--- src/mdsc_map.vh ---
`ifndef MDSC_MAP_VH
`define MDSC_MAP_VH
// ****************************************
// display state codes
// ****************************************
`define MDSC_ST_NORMAL 3'h0
`define MDSC_ST_CHARGING 3'h1
`define MDSC_ST_SUMMARY 3'h2
`define MDSC_ST_LOGBOOK 3'h3
`define MDSC_ST_FATAL 3'h4
`define MDSC_ST_SELFTEST 3'h5
// ****************************************
// headline label codes
// ****************************************
`define MDSC_LBL_NONE 2'h0
`define MDSC_LBL_CHARGING 2'h1
`define MDSC_LBL_SUMMARY 2'h2
`define MDSC_LBL_FATAL 2'h3
// ****************************************
// value lists and lower line modes
// ****************************************
`define MDSC_UPPER_COUNT 4'h3
`define MDSC_LOWER_COUNT 5'h16
`define MDSC_LOW_VALUE 1'b0
`define MDSC_LOW_STATUS 1'b1
// ****************************************
// timing
// ****************************************
`define MDSC_CLK_HZ 25000000
`define MDSC_MS_PER_S 1000
`define MDSC_CYC_PER_MS 25000
`define MDSC_BACKLIGHT_S 5
`define MDSC_CHG_ROT_S 5
`define MDSC_SUM_ROT_S 10
`define MDSC_FATAL_ROT_S 5
`define MDSC_SUM_ITER 5'h12
`define MDSC_LONG_MS 1000
`define MDSC_DEBOUNCE_MS 20
`endif

--- src/mdsc_display_ctrl.v ---
`timescale 1ns/1ps
`include "mdsc_map.vh"
// Contract
// - fatal error forces meter and display fatal
// - charging stop enters summary
// - charging holds unless fatal or stop
// - charging short presses step both lines
// - charging long presses ignored
// - every button action lights backlight
// - summary rotates every fixed ten seconds
// - summary billing upper, informative lower, label
// - summary upper long goes normal
// - summary rotation repeats eighteen times
// - summary short presses step both lines
// - logbook lists in order, read only
// - logbook entry changes only by buttons
// - logbook view shows five lines
// - logbook short steps, lower long ignored
// - logbook upper long exits, fatal return
// - fatal lower long shows logbook only
// - fatal state persists until power off
// - fatal rotates billing, status word, label
// - fatal refuses charging start requests
// - charging rotates with default five seconds
// - normal lower long logbook, upper selftest
// - fatal short steps top line only
module mdsc_display_ctrl #(
	parameter [31:0] BACKLIGHT_CYC = `MDSC_BACKLIGHT_S * `MDSC_CLK_HZ,
	parameter [31:0] CHG_ROT_CYC = `MDSC_CHG_ROT_S * `MDSC_CLK_HZ,
	parameter [31:0] SUM_ROT_CYC = `MDSC_SUM_ROT_S * `MDSC_CLK_HZ,
	parameter [31:0] FATAL_ROT_CYC = `MDSC_FATAL_ROT_S * `MDSC_CLK_HZ,
	parameter [31:0] LONG_CYC = `MDSC_LONG_MS * `MDSC_CYC_PER_MS
) (
	input wire ref_clk,
	input wire rst_n,
	input wire btn_up_pin,
	input wire btn_down_pin,
	input wire charge_start,
	input wire charge_stop,
	input wire fatal_error,
	input wire selftest_done,
	input wire [15:0] log_count,
	output wire charge_start_ok,
	output reg charge_start_refused,
	output reg [2:0] disp_state,
	output reg meter_fatal,
	output reg [1:0] head_label,
	output reg [3:0] upper_idx,
	output reg [4:0] lower_idx,
	output reg lower_mode,
	output reg [15:0] log_idx,
	output reg log_view,
	output reg backlight
);
	// ****************************************
	// button front end
	// ****************************************
	// each button has its own synchroniser and classifier; the two never
	// interact, so holding both at once yields two independent actions
	// the threshold is shared so both buttons feel the same to the user
	wire up_short, up_long, dn_short, dn_long;

	mdsc_button #(.LONG_CYC(LONG_CYC)) u_up (
		.ref_clk(ref_clk),
		.rst_n(rst_n),
		.btn_pin(btn_up_pin),
		.short_press(up_short),
		.long_press(up_long)
	);

	mdsc_button #(.LONG_CYC(LONG_CYC)) u_dn (
		.ref_clk(ref_clk),
		.rst_n(rst_n),
		.btn_pin(btn_down_pin),
		.short_press(dn_short),
		.long_press(dn_long)
	);

	// ****************************************
	// helper functions
	// ****************************************
	// both value lists wrap at either end, as a rotating display should
	// the upper list holds the billing values and never changes in length
	function [3:0] up_step;
		input [3:0] idx;
		input fwd;
		begin
			if (fwd)
				up_step = (idx == `MDSC_UPPER_COUNT - 4'h1) ? 4'h0 : idx + 4'h1;
			else
				up_step = (idx == 4'h0) ? `MDSC_UPPER_COUNT - 4'h1 : idx - 4'h1;
		end
	endfunction

	// the lower list is longer and also steps by itself during rotation
	function [4:0] low_step;
		input [4:0] idx;
		input fwd;
		begin
			if (fwd)
				low_step = (idx == `MDSC_LOWER_COUNT - 5'h01) ? 5'h00 : idx + 5'h01;
			else
				low_step = (idx == 5'h00) ? `MDSC_LOWER_COUNT - 5'h01 : idx - 5'h01;
		end
	endfunction

	// logbook entries wrap at both ends of the stored count
	function [15:0] log_step;
		input [15:0] idx;
		input [15:0] count;
		input fwd;
		begin
			if (fwd)
				log_step = (idx == count - 16'h0001) ? 16'h0000 : idx + 16'h0001;
			else
				log_step = (idx == 16'h0000) ? count - 16'h0001 : idx - 16'h0001;
		end
	endfunction

	// ****************************************
	// state and timers
	// ****************************************
	// counters are full width so that real second-long periods still fit
	reg [2:0] disp_state_next;
	reg log_from_fatal_reg;
	reg [31:0] rot_reg;
	reg [31:0] bl_reg;
	reg [4:0] iter_reg;
	wire any_btn;
	wire [31:0] rot_period;
	wire rot_tick;
	reg rot_wrap;

	assign any_btn = up_short | up_long | dn_short | dn_long;
	// fatal meter can never start charging
	assign charge_start_ok = charge_start & !meter_fatal & !fatal_error;
	// each rotating screen keeps its own period; the summary, charging
	// and fatal periods may all be set at build time
	assign rot_period = (disp_state == `MDSC_ST_SUMMARY) ? SUM_ROT_CYC :
		(disp_state == `MDSC_ST_FATAL) ? FATAL_ROT_CYC : CHG_ROT_CYC;
	assign rot_tick = (rot_reg == rot_period - 32'h0000_0001);

	// ****************************************
	// next display state
	// ****************************************
	// a fatal report outranks every button and session event in the same
	// cycle; once the meter is fatal only the logbook detour stays open, and
	// that detour always leads back to the fatal screen
	always @* begin
		disp_state_next = disp_state;
		if (fatal_error && !meter_fatal) begin
			disp_state_next = `MDSC_ST_FATAL;
		end else begin
			case (disp_state)
			`MDSC_ST_NORMAL: begin
				// a session start outranks a long press landing in the same cycle
				if (charge_start_ok)
					disp_state_next = `MDSC_ST_CHARGING;
				else if (dn_long)
					disp_state_next = `MDSC_ST_LOGBOOK;
				else if (up_long)
					disp_state_next = `MDSC_ST_SELFTEST;
			end
			`MDSC_ST_CHARGING: begin
				// long presses deliberately absent here
				// rotation and taps are handled by the index logic below
				if (charge_stop)
					disp_state_next = `MDSC_ST_SUMMARY;
			end
			`MDSC_ST_SUMMARY: begin
				// the last rotation ends the summary without any button
				if (up_long)
					disp_state_next = `MDSC_ST_NORMAL;
				else if (rot_tick && iter_reg == `MDSC_SUM_ITER - 5'h01)
					disp_state_next = `MDSC_ST_NORMAL;
			end
			`MDSC_ST_LOGBOOK: begin
				if (up_long)
					disp_state_next = log_from_fatal_reg ? `MDSC_ST_FATAL : `MDSC_ST_NORMAL;
			end
			`MDSC_ST_FATAL: begin
				// upper long press falls through on purpose: fatal has no way out
				if (dn_long)
					disp_state_next = `MDSC_ST_LOGBOOK;
			end
			`MDSC_ST_SELFTEST: begin
				// the self test screens themselves live outside this block;
				// it only waits for the done pulse
				if (selftest_done)
					disp_state_next = `MDSC_ST_NORMAL;
			end
			default: disp_state_next = `MDSC_ST_NORMAL;
			endcase
		end
	end

	// rotation advances the upper list when the lower list is also wrapping
	always @* begin
		rot_wrap = (lower_idx == `MDSC_LOWER_COUNT - 5'h01);
	end

	// ****************************************
	// state, flags and meter state
	// ****************************************
	// meter_fatal is the meter's own state, disp_state only the screen;
	// the two part ways only while a fatal meter shows its logbook
	// meter_fatal has no clear at all apart from reset
	always @(posedge ref_clk) begin
		if (!rst_n) begin
			disp_state <= `MDSC_ST_NORMAL;
			meter_fatal <= 1'b0;
			log_from_fatal_reg <= 1'b0;
			charge_start_refused <= 1'b0;
		end else begin
			disp_state <= disp_state_next;
			// a one-cycle refusal lets the core retry later without a clear
			charge_start_refused <= charge_start & (meter_fatal | fatal_error);
			if (fatal_error)
				meter_fatal <= 1'b1;
			if (disp_state_next == `MDSC_ST_LOGBOOK && disp_state != `MDSC_ST_LOGBOOK)
				log_from_fatal_reg <= (disp_state == `MDSC_ST_FATAL);
			// a fault that lands inside the logbook must send the exit back to fatal
			if (fatal_error && disp_state == `MDSC_ST_LOGBOOK)
				log_from_fatal_reg <= 1'b1;
		end
	end

	// ****************************************
	// rotation timer runs in charging, summary and fatal; never in logbook
	// ****************************************
	// one shared counter serves all three rotating screens; it restarts on
	// every state change so each screen opens with a full first period
	// iter_reg counts finished periods and only matters in the summary
	// limitation: periods are fixed at build time, nothing reloads them
	always @(posedge ref_clk) begin
		if (!rst_n) begin
			rot_reg <= 32'h0000_0000;
			iter_reg <= 5'h00;
		end else if (disp_state_next != disp_state) begin
			rot_reg <= 32'h0000_0000;
			iter_reg <= 5'h00;
		end else if (disp_state == `MDSC_ST_CHARGING || disp_state == `MDSC_ST_SUMMARY ||
			disp_state == `MDSC_ST_FATAL) begin
			if (rot_tick) begin
				rot_reg <= 32'h0000_0000;
				iter_reg <= iter_reg + 5'h01;
			end else begin
				rot_reg <= rot_reg + 32'h0000_0001;
			end
		end
	end

	// ****************************************
	// value indices: taps step both lines together in charging and summary, top only in fatal
	// ****************************************
	// a press outranks a rotation tick in the same cycle, so a tap is never
	// swallowed by the timer; that tick is simply skipped
	// entering any screen restarts both lists at their first value
	// outside fatal, the upper list only advances on rotation once the lower list wraps
	always @(posedge ref_clk) begin
		if (!rst_n) begin
			upper_idx <= 4'h0;
			lower_idx <= 5'h00;
			log_idx <= 16'h0000;
		end else if (disp_state_next != disp_state) begin
			upper_idx <= 4'h0;
			lower_idx <= 5'h00;
			if (disp_state_next == `MDSC_ST_LOGBOOK)
				log_idx <= 16'h0000; // start at first stored entry
		end else begin
			case (disp_state)
			`MDSC_ST_CHARGING, `MDSC_ST_SUMMARY: begin
				if (up_short || dn_short) begin
					upper_idx <= up_step(upper_idx, up_short);
					lower_idx <= low_step(lower_idx, up_short);
				end else if (rot_tick) begin
					lower_idx <= low_step(lower_idx, 1'b1);
					if (rot_wrap)
						upper_idx <= up_step(upper_idx, 1'b1);
				end
			end
			`MDSC_ST_FATAL: begin
				if (up_short || dn_short)
					upper_idx <= up_step(upper_idx, up_short);
				else if (rot_tick)
					upper_idx <= up_step(upper_idx, 1'b1);
			end
			`MDSC_ST_LOGBOOK: begin
				// only presses move the entry; lower long is ignored
				// an empty logbook leaves the index parked at entry zero;
				// the stored entries themselves are never touched from here
				if (up_short && log_count != 16'h0000)
					log_idx <= log_step(log_idx, log_count, 1'b1);
				else if (dn_short && log_count != 16'h0000)
					log_idx <= log_step(log_idx, log_count, 1'b0);
			end
			default: begin
				// normal and self test keep their indices parked
				upper_idx <= upper_idx;
			end
			endcase
		end
	end

	// ****************************************
	// headline label, lower line mode and logbook five-line view
	// ****************************************
	// face outputs follow the next state so they switch on the same edge as
	// disp_state and never show one cycle of the previous screen
	always @(posedge ref_clk) begin
		if (!rst_n) begin
			head_label <= `MDSC_LBL_NONE;
			lower_mode <= `MDSC_LOW_VALUE;
			log_view <= 1'b0;
		end else begin
			log_view <= (disp_state_next == `MDSC_ST_LOGBOOK);
			lower_mode <= (disp_state_next == `MDSC_ST_FATAL) ? `MDSC_LOW_STATUS : `MDSC_LOW_VALUE;
			case (disp_state_next)
			`MDSC_ST_CHARGING: head_label <= `MDSC_LBL_CHARGING;
			`MDSC_ST_SUMMARY: head_label <= `MDSC_LBL_SUMMARY;
			`MDSC_ST_FATAL: head_label <= `MDSC_LBL_FATAL;
			default: head_label <= `MDSC_LBL_NONE;
			endcase
		end
	end

	// ****************************************
	// backlight retriggers on every press, cheap one counter
	// ****************************************
	// a new press reloads the full period rather than adding to it
	// the lamp goes dark one cycle after the count reaches zero
	// long presses count as actions too, even where they change nothing else
	// trade-off: one down counter instead of a prescaled seconds timer
	always @(posedge ref_clk) begin
		if (!rst_n) begin
			bl_reg <= 32'h0000_0000;
			backlight <= 1'b0;
		end else if (any_btn) begin
			bl_reg <= BACKLIGHT_CYC - 32'h0000_0001;
			backlight <= 1'b1;
		end else if (bl_reg != 32'h0000_0000) begin
			bl_reg <= bl_reg - 32'h0000_0001;
		end else begin
			backlight <= 1'b0;
		end
	end
endmodule // mdsc_display_ctrl

--- src/mdsc_button.v ---
`timescale 1ns/1ps
`include "mdsc_map.vh"
// ****************************************
// button synchroniser and press classifier
// ****************************************
module mdsc_button #(
	parameter [31:0] LONG_CYC = `MDSC_LONG_MS * `MDSC_CYC_PER_MS
) (
	input wire ref_clk,
	input wire rst_n,
	input wire btn_pin,
	output reg short_press,
	output reg long_press
);
	reg s1_reg, s2_reg, s3_reg;
	reg pressed_reg;
	reg long_done_reg;
	reg [31:0] hold_reg;

	// three stage sync; a change counts once stages two and three agree
	always @(posedge ref_clk) begin
		if (!rst_n) begin
			s1_reg <= 1'b0;
			s2_reg <= 1'b0;
			s3_reg <= 1'b0;
		end else begin
			s1_reg <= btn_pin;
			s2_reg <= s1_reg;
			s3_reg <= s2_reg;
		end
	end

	// long fires while held so the user sees the reaction without releasing
	always @(posedge ref_clk) begin
		if (!rst_n) begin
			pressed_reg <= 1'b0;
			long_done_reg <= 1'b0;
			hold_reg <= 32'h0000_0000;
			short_press <= 1'b0;
			long_press <= 1'b0;
		end else begin
			short_press <= 1'b0;
			long_press <= 1'b0;
			if (s2_reg == s3_reg)
				pressed_reg <= s3_reg;
			if (pressed_reg) begin
				if (hold_reg != LONG_CYC)
					hold_reg <= hold_reg + 32'h0000_0001;
				if (hold_reg == LONG_CYC - 32'h0000_0001 && !long_done_reg) begin
					long_press <= 1'b1;
					long_done_reg <= 1'b1;
				end
				if (s2_reg == s3_reg && !s3_reg) begin
					short_press <= !long_done_reg;
					hold_reg <= 32'h0000_0000;
					long_done_reg <= 1'b0;
				end
			end
		end
	end
endmodule // mdsc_button

--- config.mk ---
export PLATFORM = sky130hd
export DESIGN_NAME = mdsc_display_ctrl
export DESIGN_NICKNAME = d
export VERILOG_FILES = /design/src/mdsc_display_ctrl.v /design/src/mdsc_button.v
export VERILOG_INCLUDE_DIRS = /design/src
export SDC_FILE = /design/constraint.sdc
export NUM_CORES = 1
export LEC_CHECK = 0
export ABC_CLOCK_PERIOD_IN_PS = 3960
export BUFFER_PORTS_ARGS = -buffer_cell sky130_fd_sc_hd__buf_2
export CORE_AREA = 5 5 135 137
export DETAILED_ROUTE_END_ITERATION = 8
export DIE_AREA = 0 0 140 142
export GPL_ROUTABILITY_DRIVEN = 0
export GPL_TIMING_DRIVEN = 0
export PLACE_DENSITY = 0.76
export SETUP_SLACK_MARGIN = 0.1
export SYNTH_ARGS = -nofsm -noshare
export SYNTH_HDL_FRONTEND = slang
export SYNTH_SLANG_ARGS = --single-unit
export TNS_END_PERCENT = 20
--- constraint.sdc ---
create_clock -name ref_clk -period 3.96 [get_ports ref_clk]
set_input_delay 0.792 -clock ref_clk [delete_from_list [all_inputs] [get_ports ref_clk]]
set_output_delay 0.792 -clock ref_clk [all_outputs]
set_load 0.01 [all_outputs]
==> flow_summary_export.csv <==
group,metric,value,unit
status,status,"finished, final reports clean",
critical_path,reg2reg_depth,9,
timing,slew_headroom,19.7,%
floorplanning,core,16900,um2
floorplanning,dieWidth,140,um
synth,synth_edf_count,0,
synth,ys_warn_count,0,
synth,synth_top_cell_area_share,35.9,%
critical_path,endpoint,"log_idx[3]",
synth,syn-cell-area,10200,um2
min_path,min_path_cells,1,
power,p_int,3.52,mW
clock_tree,cts_buffers,17,
timing,setup_viol,0,
power,p_per_area,441,nW/um2
synth,yosys_most_used_dff,"dfxtp_1",
final_layout,fillCellCount,1447,
synth,syn_nets,1318,
grt,grt_pass1_vias,8587,
grt,antenna_found_initial,1,
timing,finalHoldViolations,0,
clock_tree,clk_root_buffer_cell,"clkbuf_16",
placed_design,post-dp-hpwl,17500,um
route,first_pass_iters,5,
clock_tree,tritoncts,"yes",
grt,track_usage,24.1,%
final_layout,drive_above_1_share,9.33,%
route,first_iter_violations,612,
critical_path,crit_chain,"buf_2 > inv_1 > ha_1 > or4b_4 > buf_2 > nor3_1 > xnor2_1 > xor2_1 > nand4b_1 > nor4_2 > nand2_1 > a32o_1",
placed_design,port_buffers,57,
min_path,hold_class,"register to register",
placed_design,pre_cts_slack,-0.416,ns
power,peakVddDrop,537,uV
route,routed_wl,23900,um
synth,ys_types,81,
power,pwr-share-seq,42.2,%
synth,ys_seq_area_share,35.9,%
synth,asyncSetResetFlopFracSynth,0,%
clock_tree,cts_setup_buffers,0,
timing,rsz0062_at_grt,"no",
clock_tree,htreeDepth,4,
floorplanning,ios,60,
critical_path,critPathTopFamily,"simple AND/OR/NAND/NOR gates",
timing,tightest_slew,1.19,ns
route,wl_per_cell,15.1,um
critical_path,start_kind,"input port",
final_layout,finalNetCount,1394,
route,viasPerCell,5.82,
grt,grt_pass1_wl,40600,um
critical_path,cpMaxStageDelayCell,"or4b_4",
floorplanning,rows,48,
power,power.switching,1.51,mW
critical_path,cp_max_fo,10,
synth,syn_area_per_cell,8.03,um2
floorplanning,die_h,142,um
clock_tree,ctsHoldBuffers,0,
timing,fmax,0.275,GHz
clock_tree,clkSlewWorstSetupHoldPaths,0.07,ns
timing,skew,0.0102,ns
timing,post-route-period-util,91.9,%
timing,slew_viol_final,0,
synth,synthTopCellsByArea,"dfxtp_1 36%, nor2_1 7.0%, xnor2_1 6.9%",
power,swShare,30.1,%
critical_path,worstSetupPathDepth,12,
run,cap_violations,0,
critical_path,rrSetupSlack,0.77,ns
timing,fin_crit,3.64,ns
synth,yosys.area.top_type,"dfxtp_1",
critical_path,critPathLaunch,"log_count[0]",
critical_path,end_kind,"register",
route,vias,9237,
critical_path,crit_top_cell,"buf_2",
critical_path,timing.rr.start,"log_idx[9]",
clock_tree,worstSkewPairLatency,0.43,ns
critical_path,critical_path_class,"input port to register",
power,p_clk_share,36.2,%
clock_tree,cts_sinks,183,
route,ant_nets,0,
timing,worst_slack,0.320,ns
floorplanning,dieArea,19900,um2
final_layout,multi_input_area,6130,um2
final_layout,finish.utilization,67.5,%
final_layout,seqCellArea,3660,um2
clock_tree,clock_path_buffers,2,
grt,grt_start_max_net_pins,18,
critical_path,critPathMaxStageDelay,0.53,ns
final_layout,syn2layout_area_growth,11.9,%
timing,fin_tns_setup,0,ns
grt,grt.overflow.total,0,
critical_path,r2r-end,"log_idx[10]",
synth,syn_inst,1272,
critical_path,required,4.29,ns
route,drc,0,
power,leakagePower,4.11,nW
critical_path,arrival,3.96,ns
floorplanning,start_util,60.3,%
synth,synth_seq_cells,183,
power,combPwrFrac,21.6,%
critical_path,critPathBufInv,3,
[placed cells by master, fill, tap and decap left out, types with 12 or more instances in the layout]
| cell type | count |
|---|---|
| nor4_1 | 27 |
| nor3_1 | 48 |
| nor2b_1 | 13 |
| nand4_1 | 28 |
| nand3_1 | 47 |
| nand2_1 | 98 |
| and2_1 | 16 |
| xnor2_1 | 80 |
| o31ai_1 | 12 |
| dfxtp_1 | 183 |
| clkbuf_1 | 41 |
| nor2_1 | 191 |
| xor2_1 | 65 |
| clkbuf_16 | 17 |
| buf_2 | 70 |
| inv_1 | 43 |
| o21ai_0 | 33 |
| ha_1 | 22 |
| and3_1 | 22 |
| or3_1 | 34 |
| a21oi_1 | 63 |
[synthesized netlist by cell type, drive strengths merged (7+ instances only)]
| library cell | number |
|---|---|
| a211oi | 11 |
| a21oi | 63 |
| and2 | 16 |
| and3 | 22 |
| and4 | 7 |
| buf | 20 |
| clkbuf | 41 |
| dfxtp | 183 |
| ha | 22 |
| inv | 43 |
| mux2i | 7 |
| nand2 | 98 |
| nand2b | 11 |
| nand3 | 47 |
| nand4 | 29 |
| nand4b | 8 |
| nor2 | 191 |
| nor2b | 13 |
| nor3 | 52 |
| nor3b | 8 |
| nor4 | 28 |
| nor4b | 9 |
| nor4bb | 7 |
| o21ai | 37 |
| o22ai | 8 |
| o31ai | 12 |
| or3 | 34 |
| or4 | 10 |
| xnor2 | 80 |
| xor2 | 65 |
[power by group through the flow]
stage	clock network [mW]	logic, mW	registers, mW
final	1.82	1.09	2.13
after global placement	0	1.06	2.16
after CTS	1.85	1.09	2.13
after detailed placement	0	1.08	2.17
after floorplan	0	0.869	2.14
after global routing	1.94	1.23	2.15
[worst min path at each step]
stage                      startpoint           to
after floorplan           u_dn.s1_reg  u_dn.s2_reg
after global placement    u_up.s1_reg  u_up.s2_reg
after CTS                 u_dn.s1_reg  u_dn.s2_reg
after detailed placement  u_dn.s1_reg  u_dn.s2_reg
final                     u_dn.s1_reg  u_dn.s2_reg
after global routing      u_up.s1_reg  u_up.s2_reg
[metal layers]
metal  global-route usage [%]  up-vias  share of wire, %
li1                         -     4638                 -
met1                     31.3     4310                45
met2                     41.4      251                48
met3                     4.67       38               4.9
met4                     6.83        0               1.6
met5                        0        -                 0
[kinds of logic (layout without fill, tap and decap cells)]
group                    after synthesis  in the layout  share of synthesized area, %
AND/OR/NAND/NOR                      605            605                          30.5
AO/OA/AOI/OAI                        203            203                          13.3
flip-flops                           183            183                          35.9
XOR/XNOR                             146            146                          12.7
buffers and inverters                105            194                          4.17
adder cells (fa/ha/maj)               22             22                          2.70
multiplexers                           8              8                         0.796
other                                  0              1                             0
[repair_timing]
action                     4_1_cts  5_1_grt
gates resized for setup          1        0
setup endpoints to repair        4        0
hold endpoints to repair         0        0
[stage by stage]
stage / power (mW) / hold WS [ns] / std cells / area, um2
after floorplan: 3.01 / 0.412 / 1272 / 10200
after global placement: 3.22 / 0.414 / 1554 / 10800
after detailed placement: 3.25 / 0.426 / 1554 / 10800
after CTS: 5.07 / 0.438 / 1586 / 11400
after global routing: 5.31 / 0.450 / 1587 / 11400
final: 5.04 / 0.437 / 1587 / 11400
[cell type report]
| class | instances | share of cell area (%) |
|---|---|---|
| Multi-Input combinational cell | 984 | 53.6 |
| Sequential cell | 183 | 32.1 |
| Clock buffer | 19 | 3.96 |
| Timing Repair Buffer | 57 | 2.50 |
| Tap cell | 225 | 2.46 |
| Buffer | 61 | 2.28 |
| Clock inverter | 13 | 1.62 |
| Inverter | 44 | 1.45 |
| Antenna cell | 1 | 0.0219 |
No activity file was read; power rests on OpenSTA's default activity.
